**src/design/flash_guard_pkg.sv**
```systemverilog
// Package: constants and carrier types for the flash section access guard
package flash_guard_pkg;

    // Flash geometry in words
    localparam int          PC_W            = 12;           // Word address width
    localparam logic [11:0] STALL_START     = 12'hc00;      // First stalling-part word
    // Boot part start per boot-size fuse value (fuse bits 1 = unprogrammed)
    localparam logic [11:0] BOOT_START_11   = 12'hf80;
    localparam logic [11:0] BOOT_START_10   = 12'hf00;
    localparam logic [11:0] BOOT_START_01   = 12'he00;
    localparam logic [11:0] BOOT_START_00   = 12'hc00;

    // Programming busy time
    localparam int          PROG_TIME_NS    = 4500000;      // Page erase or write time, ns
    localparam int          CLK_PERIOD_NS   = 25;
    localparam int          PROG_CYCLES     = PROG_TIME_NS / CLK_PERIOD_NS;
    localparam int          CNT_W           = 18;
    localparam logic [CNT_W-1:0] CNT_ZERO   = 18'h00000;
    localparam logic [CNT_W-1:0] CNT_ONE    = 18'h00001;

    // Lock bits after reset: unprogrammed
    localparam logic [1:0]  LOCK_RESET      = 2'h3;

    // Program-store kinds
    typedef enum logic [1:0] {
        OP_BUF_LOAD = 2'b00,   // Page-buffer load
        OP_ERASE    = 2'b01,   // Page erase
        OP_WRITE    = 2'b10,   // Page write
        OP_REENABLE = 2'b11    // Re-enable concurrent-read part
    } store_kind_t;

    // Program-store request from the core
    typedef struct packed {
        logic               valid;   // One-cycle request
        store_kind_t        kind;    // Operation kind
        logic [PC_W-1:0]    pc;      // Program counter of issuing code
        logic [PC_W-1:0]    addr;    // Target word address
    } store_req_t;

    // Program-load request from the core
    typedef struct packed {
        logic               valid;   // One-cycle request
        logic [PC_W-1:0]    pc;      // Program counter of issuing code
        logic [PC_W-1:0]    addr;    // Target word address
    } load_req_t;

    // Guard states
    typedef enum logic [1:0] {
        ST_IDLE     = 2'b00,   // No programming
        ST_CONC     = 2'b01,   // Concurrent-read part programming
        ST_STALL    = 2'b10    // Stalling part programming, core halted
    } guard_state_t;

endpackage

```
**src/design/prog_timer.sv**
```systemverilog
// Module: down counter timing one page erase or write
`timescale 1ns/10ps
`default_nettype none

module prog_timer
    import flash_guard_pkg::*;
#(
    parameter int PROG_LEN = PROG_CYCLES   // Busy length in cycles
) (
    // Clock and reset
    input  wire logic  clk_i,
    input  wire logic  rst_n_i,
    // Control
    input  wire logic  start_i,
    // Status
    output logic       busy_o,
    output logic       done_o
);

    logic [CNT_W-1:0] count;        // Remaining cycles
    logic [CNT_W-1:0] next_count;
    logic             done;         // Registered end pulse
    logic             next_done;

    // Load on start, count down, pulse in the cycle after the last busy cycle
    always_comb begin
        next_count = count;
        next_done  = 1'b0;
        if (start_i) begin
            next_count = CNT_W'(PROG_LEN);
        end else if (count != CNT_ZERO) begin
            next_count = count - CNT_ONE;
            next_done  = (count == CNT_ONE);
        end
    end

    // Register stage
    always_ff @(posedge clk_i) begin
        if (!rst_n_i) begin
            count <= CNT_ZERO;
            done  <= 1'b0;
        end else begin
            count <= next_count;
            done  <= next_done;
        end
    end

    assign busy_o = (count != CNT_ZERO);
    assign done_o = done;

endmodule

`default_nettype wire

```
**src/design/flash_section_access_guard.sv**
```systemverilog
// Module: flash self-programming access guard and core stall control
// Behaviour
// Stores from application code are ignored
// Erase/write start only from boot code
// Boot code may target whole flash
// Separate locks, boundary from boot-size fuses
// Concurrent-part programming keeps core running
// Stalling-part programming halts core, no reads
// Stall chosen from target page address
// Boot part always inside stalling part
// Busy bit high while concurrent part blocked
// Software clears busy before concurrent fetches
// Software avoids concurrent part during programming
// Two independent lock sets, app and boot
// Locks set by software, cleared by erase
// General write lock ignores program stores
// General read/write lock ignores core access
// App mode 1 no restriction
// App mode 2 refuses stores
// App mode 3 refuses stores, boot loads
// App mode 4 refuses boot loads only
// Modes 3/4 suppress interrupts across parts
// Boot locks mirror the application modes
// Lock bits: 1 unprogrammed, 0 programmed
// Busy clears on reenable or buffer load
// Executing part from PC versus boundary
// Refused operations complete silently
`timescale 1ns/10ps
`default_nettype none

module flash_section_access_guard
    import flash_guard_pkg::*;
#(
    parameter int PROG_LEN = PROG_CYCLES   // Shorten in simulation
) (
    // Clock and reset
    input  wire logic        clk_i,
    input  wire logic        rst_n_i,
    // Configuration fuses and general lock
    input  wire logic [1:0]  boot_size_fuses_i,
    input  wire logic        vectors_in_boot_i,
    input  wire logic [1:0]  general_lock_i,
    // Lock programming
    input  wire logic        lock_set_i,
    input  wire logic [3:0]  lock_data_i,
    input  wire logic        chip_erase_i,
    // Core requests
    input  wire store_req_t  store_req_i,
    input  wire load_req_t   load_req_i,
    input  wire logic [11:0] fetch_pc_i,
    // Flash array controls
    output logic             flash_erase_o,
    output logic             flash_write_o,
    output logic             buf_load_o,
    output logic [11:0]      flash_addr_o,
    output logic             load_grant_o,
    // Core controls and status
    output logic             core_halt_o,
    output logic             irq_block_o,
    output logic             concurrent_read_busy_o,
    output logic [3:0]       lock_bits_o
);

    // Lock bit sets, 1 = unprogrammed
    logic [1:0]   app_lock;         // {app_lock_high, app_lock_low}
    logic [1:0]   boot_lock;        // {boot_lock_high, boot_lock_low}
    logic [1:0]   next_app_lock;
    logic [1:0]   next_boot_lock;
    // Programming sequence
    guard_state_t state;
    guard_state_t next_state;
    logic         busy_flag;        // Concurrent part blocked
    logic         next_busy_flag;
    // Registered array strobes and address
    logic         erase_q;
    logic         write_q;
    logic         load_q;
    logic         grant_q;
    logic [11:0]  addr_q;
    logic         next_erase;
    logic         next_write;
    logic         next_load;
    logic         next_grant;
    logic [11:0]  next_addr;
    // Decode helpers
    logic [11:0]  boot_start;
    logic         st_from_boot;
    logic         ld_from_boot;
    logic         tgt_boot;
    logic         tgt_stall;
    logic         ld_tgt_boot;
    logic         store_ok;
    logic         load_ok;
    logic         prog_start;
    logic         timer_busy;
    logic         timer_done;

    // Boot boundary from fuses; every start sits at or above the stall start
    always_comb begin
        if (boot_size_fuses_i == 2'b11) begin
            boot_start = BOOT_START_11;
        end else if (boot_size_fuses_i == 2'b10) begin
            boot_start = BOOT_START_10;
        end else if (boot_size_fuses_i == 2'b01) begin
            boot_start = BOOT_START_01;
        end else begin
            boot_start = BOOT_START_00;
        end
    end

    // Executing part from the issuing PC
    assign st_from_boot = (store_req_i.pc >= boot_start);
    assign ld_from_boot = (load_req_i.pc >= boot_start);
    assign tgt_boot     = (store_req_i.addr >= boot_start);
    assign tgt_stall    = (store_req_i.addr >= STALL_START);
    assign ld_tgt_boot  = (load_req_i.addr >= boot_start);

    // Store permission: general lock never consulted
    always_comb begin
        store_ok = 1'b0;
        if (st_from_boot) begin
            if (tgt_boot) begin
                store_ok = boot_lock[0];
            end else begin
                store_ok = app_lock[0];
            end
        end
    end

    // Load permission: cross-part reads gated by the high lock bit
    always_comb begin
        load_ok = 1'b1;
        if (ld_from_boot && !ld_tgt_boot) begin
            load_ok = app_lock[1];
        end else if (!ld_from_boot && ld_tgt_boot) begin
            load_ok = boot_lock[1];
        end
        if (state == ST_STALL) begin
            load_ok = 1'b0;
        end else if (busy_flag && load_req_i.addr < STALL_START) begin
            load_ok = 1'b0;
        end
    end

    assign prog_start = store_req_i.valid && store_ok && (state == ST_IDLE) &&
                        (store_req_i.kind == OP_ERASE || store_req_i.kind == OP_WRITE);

    // Page erase/write timing
    prog_timer #(
        .PROG_LEN (PROG_LEN)
    ) u_timer (
        .clk_i    (clk_i),
        .rst_n_i  (rst_n_i),
        .start_i  (prog_start),
        .busy_o   (timer_busy),
        .done_o   (timer_done)
    );

    // Lock bits: software may only program (clear to 0); erase restores 1
    always_comb begin
        next_app_lock  = app_lock;
        next_boot_lock = boot_lock;
        if (chip_erase_i) begin
            next_app_lock  = LOCK_RESET;
            next_boot_lock = LOCK_RESET;
        end else if (lock_set_i) begin
            next_app_lock  = app_lock & lock_data_i[1:0];
            next_boot_lock = boot_lock & lock_data_i[3:2];
        end
    end

    // Programming state, busy flag and array strobes
    always_comb begin
        next_state     = state;
        next_busy_flag = busy_flag;
        next_erase     = 1'b0;
        next_write     = 1'b0;
        next_load      = 1'b0;
        next_grant     = load_req_i.valid && load_ok;
        next_addr      = addr_q;
        case (state)
            ST_IDLE: begin
                if (prog_start) begin
                    next_erase = (store_req_i.kind == OP_ERASE);
                    next_write = (store_req_i.kind == OP_WRITE);
                    next_addr  = store_req_i.addr;
                    if (tgt_stall) begin
                        next_state = ST_STALL;
                    end else begin
                        next_state     = ST_CONC;
                        next_busy_flag = 1'b1;
                    end
                end else if (store_req_i.valid && st_from_boot) begin
                    if (store_req_i.kind == OP_BUF_LOAD) begin
                        next_load      = 1'b1;
                        next_addr      = store_req_i.addr;
                        next_busy_flag = 1'b0;
                    end else if (store_req_i.kind == OP_REENABLE) begin
                        next_busy_flag = 1'b0;
                    end
                end
            end
            ST_CONC: begin
                // Reenable refused while the array is busy
                if (timer_done) begin
                    next_state = ST_IDLE;
                end
            end
            ST_STALL: begin
                if (timer_done) begin
                    next_state = ST_IDLE;
                end
            end
            default: begin
                next_state = ST_IDLE;
            end
        endcase
    end

    // Register stage
    always_ff @(posedge clk_i) begin
        if (!rst_n_i) begin
            app_lock  <= LOCK_RESET;
            boot_lock <= LOCK_RESET;
            state     <= ST_IDLE;
            busy_flag <= 1'b0;
            erase_q   <= 1'b0;
            write_q   <= 1'b0;
            load_q    <= 1'b0;
            grant_q   <= 1'b0;
            addr_q    <= 12'h000;
        end else begin
            app_lock  <= next_app_lock;
            boot_lock <= next_boot_lock;
            state     <= next_state;
            busy_flag <= next_busy_flag;
            erase_q   <= next_erase;
            write_q   <= next_write;
            load_q    <= next_load;
            grant_q   <= next_grant;
            addr_q    <= next_addr;
        end
    end

    // Interrupt suppression when vectors sit in the other part
    always_comb begin
        irq_block_o = 1'b0;
        if (vectors_in_boot_i && fetch_pc_i < boot_start && !app_lock[1]) begin
            irq_block_o = 1'b1;
        end else if (!vectors_in_boot_i && fetch_pc_i >= boot_start && !boot_lock[1]) begin
            irq_block_o = 1'b1;
        end
    end

    // Outputs
    assign flash_erase_o          = erase_q;
    assign flash_write_o          = write_q;
    assign buf_load_o             = load_q;
    assign flash_addr_o           = addr_q;
    assign load_grant_o           = grant_q;
    assign core_halt_o            = (state == ST_STALL);
    assign concurrent_read_busy_o = busy_flag;
    assign lock_bits_o            = {boot_lock, app_lock};

    // Store from application code never starts the array
    a_app_store_ignored: assert property (@(posedge clk_i) disable iff (!rst_n_i)
        (store_req_i.valid && store_req_i.pc < boot_start && state == ST_IDLE)
        |=> !flash_erase_o && !flash_write_o && !buf_load_o)
        else $error("store from application part was not ignored");

    // Stalling-part programming halts the core; busy untouched, it may guard an older write
    a_stall_halt: assert property (@(posedge clk_i) disable iff (!rst_n_i)
        (prog_start && tgt_stall) |=> core_halt_o && $stable(concurrent_read_busy_o))
        else $error("stalling part programming did not halt core");

    // Concurrent-part programming keeps the core running, busy set
    a_conc_busy: assert property (@(posedge clk_i) disable iff (!rst_n_i)
        (prog_start && !tgt_stall) |=> !core_halt_o && concurrent_read_busy_o)
        else $error("concurrent part programming mishandled");

    // No load granted during a halt
    a_halt_no_read: assert property (@(posedge clk_i) disable iff (!rst_n_i)
        core_halt_o |=> !load_grant_o)
        else $error("load granted while core halted");

    // Timer quiet whenever idle; a leftover count would pulse done with no operation running
    a_timer_idle: assert property (@(posedge clk_i) disable iff (!rst_n_i)
        (state == ST_IDLE) |-> !timer_busy)
        else $error("programming timer running while idle");

    // Busy bit holds until a clearing operation
    a_busy_holds: assert property (@(posedge clk_i) disable iff (!rst_n_i)
        (concurrent_read_busy_o && !store_req_i.valid) |=> concurrent_read_busy_o)
        else $error("busy bit dropped without clearing operation");

    // Buffer load clears busy
    a_load_clears: assert property (@(posedge clk_i) disable iff (!rst_n_i)
        (state == ST_IDLE && store_req_i.valid && st_from_boot
         && store_req_i.kind == OP_BUF_LOAD) |=> !concurrent_read_busy_o && buf_load_o)
        else $error("buffer load did not clear busy");

    // App mode 2 refuses writes to the application part
    a_app_mode2: assert property (@(posedge clk_i) disable iff (!rst_n_i)
        (app_lock == 2'b10 && store_req_i.valid && !tgt_boot)
        |=> !flash_write_o && !flash_erase_o)
        else $error("store to locked application part accepted");

    // Boot code load of application part refused in modes 3 and 4
    a_app_read_lock: assert property (@(posedge clk_i) disable iff (!rst_n_i)
        (!app_lock[1] && load_req_i.valid && ld_from_boot && !ld_tgt_boot)
        |=> !load_grant_o)
        else $error("boot load of locked application part granted");

    // Application low lock bit never returns to unprogrammed without erase
    a_lock_sticky: assert property (@(posedge clk_i) disable iff (!rst_n_i)
        (!chip_erase_i && !app_lock[0]) |=> !app_lock[0])
        else $error("lock bit cleared without chip erase");

endmodule

`default_nettype wire

```
**config.mk**
```make
export PLATFORM = sky130hd
export DESIGN_NAME = flash_section_access_guard
export DESIGN_NICKNAME = d
export VERILOG_FILES = /design/src/design/flash_guard_pkg.sv /design/src/design/prog_timer.sv /design/src/design/flash_section_access_guard.sv
export SDC_FILE = /design/constraint.sdc
export NUM_CORES = 1
export LEC_CHECK = 0
export BUFFER_PORTS_ARGS = -buffer_cell sky130_fd_sc_hd__buf_2
export CORE_ASPECT_RATIO = 1.75
export CORE_MARGIN = 5
export CORE_UTILIZATION = 25
export CTS_CLUSTER_SIZE = 12
export DETAILED_ROUTE_END_ITERATION = 8
export SKIP_LAST_GASP = 1
export SLEW_MARGIN = 25
export SYNTH_ARGS = -nofsm -noshare
export SYNTH_HDL_FRONTEND = slang
export SYNTH_HIERARCHICAL = 1
export SYNTH_SLANG_ARGS = --single-unit
```
**constraint.sdc**
```tcl
create_clock -name clk_i -period 4.8 [get_ports clk_i]
set_input_delay 0.24 -clock clk_i [delete_from_list [all_inputs] [get_ports clk_i]]
set_output_delay 0.24 -clock clk_i [all_outputs]
set_load 0.05 [all_outputs]
```
==> impl_metrics.env <==
export IMPL_wl_per_cell_um=13.5
export IMPL_rsz0062_at_grt="false"
export IMPL_vias=2417
export IMPL_reg2reg_from="state[0]"
export IMPL_track_usage=0.113
export IMPL_nets=494
export IMPL_place_worst_setup_slack_ns=1.65
export IMPL_routed_wl_um=7050
export IMPL_yosys_area_share_adder=0.117
export IMPL_setup_ws_ns=2.00
export IMPL_hold_path_endpoint="boot_lock[0]"
export IMPL_fin_tns_setup_ns=0
export IMPL_antenna_found_initial=0
export IMPL_clk_pin_slew_ns=0.06
export IMPL_rr_endpoint="u_timer/done_o"
export IMPL_ioPinCount=100
export IMPL_cts_sinks=42
export IMPL_status="finished, final reports clean"
export IMPL_drtIter0Drc=103
export IMPL_cts_made_buffers=5
export IMPL_synthArstFlopShare=0
export IMPL_synth_distinct_cells=53
export IMPL_ys_flop_type="dfxtp_1"
export IMPL_finalSetupViolCount=0
export IMPL_cts_root_buffer="clkbuf_16"
export IMPL_cp_data_required_time_ns=5.01
export IMPL_startpoint_type="input pin"
export IMPL_core_area_um2=10200
export IMPL_relSlewSlack=0.528
export IMPL_syn_num_nets=396
export IMPL_synth_simple_gate_area_frac=0.284
export IMPL_hold_viol=0
export IMPL_grt_overflow_total=0
export IMPL_hold_buffers=0
export IMPL_grt_start_max_net_pins=43
export IMPL_drive_gt1_frac=0.320
export IMPL_firstDrtPassIters=4
export IMPL_drv_slew=0
export IMPL_synthToLayoutAreaGrowth_pct=29.4
export IMPL_place_inst=513
export IMPL_mostFrequentLayoutCell="buf_2"
export IMPL_netlist_top_cells_area="dfxtp_1 (33%), ha_1 (12%), nand2_1 (6.0%)"
export IMPL_cts_tree="built"
export IMPL_synth_compound_area_share=0.146
export IMPL_cts_resized=0
export IMPL_yosysSeqAreaShare=0.326
export IMPL_hpwlAfterDp_um=5760
export IMPL_worstMarginPinSlew_ns=0.708
export IMPL_rrSetupSlack_ns=2.31
export IMPL_final_cells=521
export IMPL_avgSynthCellArea_um2=8.73
export IMPL_muxShareOfSynthArea=0.0466
export IMPL_maxCapViolCount=0
export IMPL_diodes=0
export IMPL_netlist_instances=295
export IMPL_fp_dieH_um=144
export IMPL_finalCriticalPeriod_ns=2.80
export IMPL_yosysTopAreaCell="dfxtp_1"
export IMPL_insertion_delay_ns=0.28
export IMPL_grt_pass1_vias=2476
export IMPL_synth_seq_cells=42
export IMPL_synth_top_area_frac=0.326
export IMPL_max_freq_mhz=357
export IMPL_htreeDepth=2
export IMPL_drc=0
export IMPL_clock_path_buffers=2
export IMPL_rows=49
export IMPL_die_w_um=86.7
export IMPL_synth_top_family_by_area="simple AND/OR/NAND/NOR gates"
export IMPL_min_period_over_period=0.584
export IMPL_cp_max_fo=14
export IMPL_start_util=0.253
export IMPL_finalPower_w=0.00135
export IMPL_path_class="input pin to flop"
export IMPL_hold_depth=3
export IMPL_endpoint_kind="flop"
export IMPL_ir_worst_vdd_uv=210
export IMPL_ant_nets=0
export IMPL_clock_skew_ns=0.00158
export IMPL_buffer_ports_inserted=97
export IMPL_die_area_um2=12500
export IMPL_synth_xor_area_frac=0.0374
export IMPL_crit_arrival_ns=3.02
export IMPL_r2r_cells=10
export IMPL_synth_warnings=6
export IMPL_layout_common_cells="buf_2 (97), dfxtp_1 (42), nand2_1 (41)"
export IMPL_grt_pass1_wl_um=11300
export IMPL_power_density_nw_per_um2=405
export IMPL_hold_path_class="input pin to flop"
export IMPL_cp_startpoint="boot_size_fuses_i[1]"
export IMPL_p_leak_nw=1.53
export IMPL_viasPerCell=4.64
export IMPL_synth_edf_count=0
export IMPL_postCtsSetupBuffers=0
export IMPL_synth_cell_area_um2=2580
export IMPL_gp_congestion=0.837
export IMPL_worstHoldStart="lock_data_i[2]"
export IMPL_hold_slack_ns=0.181
synthesized netlist by cell type, types with 2 or more instances:
master     n
a31oi_1    3
or3_1      4
and3_1     2
nand2b_1   3
nor4_1     6
o31ai_1    4
nor2b_1    3
nand2_1   41
xor2_1     8
and4_1     3
a211oi_1   4
and2_2     2
nor3b_1    4
or4_4      2
xnor2_1    3
nor2_1    17
nor3_1     8
ha_1      24
a21boi_0   3
o21a_1    11
inv_1     18
dfxtp_1   42
or2_2      3
or3b_1     2
nor4b_1    4
nand3_1    5
o21ai_0   15
clkbuf_1   6
and2_1     3
mux2i_1   12
a21oi_1    6
nor4_2     3
worst max-delay path: stages:
cell	delay (ns)
buf_2	0.11
and2_1	0.34
ha_1	0.29
nor4b_2	0.16
a2111oi_2	0.39
nor3b_1	0.10
o21a_2	0.28
and2_2	0.30
nand2b_1	0.35
nor3_1	0.23
nand4b_1	0.11
nor2_1	0.10
per-stage QoR:
stage / util / area, µm²
3_3_place_gp: 0.313 / 3190
4_1_cts: 0.328 / 3330
2_1_floorplan: - / 2580
5_1_grt: 0.328 / 3330
3_5_place_dp: 0.313 / 3190
6_report: 0.328 / 3330
sequential cells by signal (all words and copies together) (netlist names):
signal,count
u_timer/count,18
flash_addr_o,12
app_lock,2
boot_lock,2
state,2
buf_load_o,1
concurrent_read_busy_o,1
flash_erase_o,1
flash_write_o,1
load_grant_o,1
u_timer/done_o,1
logic make-up after synthesis:
logic type,Yosys count
buffers and inverters,25
muxes,12
adders and majority gates,24
DFF,42
xor gates and xnor gates,11
AOI/OAI and AO/OA,55
and+or+nand+nor,126
final cells by class:
type                            instances  area (µm²)
Clock inverter                          1        5.00
Clock buffer                            7         143
Fill cell                            1095        6840
Multi-Input combinational cell        228        1630
Timing Repair Buffer                   98         493
Sequential cell                        42         841
Tap cell                              127         159
Inverter                               18        67.6
report_power, final:
part	internal (W)	switching, W
combinational	0.000247	0.000299
clock	0.000206	0.000131
sequential	0.000406	0.0000609
metal layers:
| metal | GRT usage | wire length, µm | share of wire | vias to the layer above |
|---|---|---|---|---|
| met3 | 0.0251 | 554 | 0.079 | 14 |
| li1 | - | - | - | 1243 |
| met2 | 0.207 | 3570 | 0.51 | 80 |
| met5 | 0 | 0 | 0 | - |
| met4 | 0.0599 | 233 | 0.033 | 0 |
| met1 | 0.118 | 2700 | 0.38 | 1080 |
worst max-delay path by stage:
stage	slack (ns)	end	cells past startpoint
after CTS	1.95	u_timer/done_o	12
after global placement	1.68	u_timer/done_o	12
after detailed placement	1.65	u_timer/done_o	12
after global routing	1.76	u_timer/done_o	12
after floorplan	2.24	irq_block_o	4
final	2.00	u_timer/done_o	12
Power figures use the tool's default switching activity.
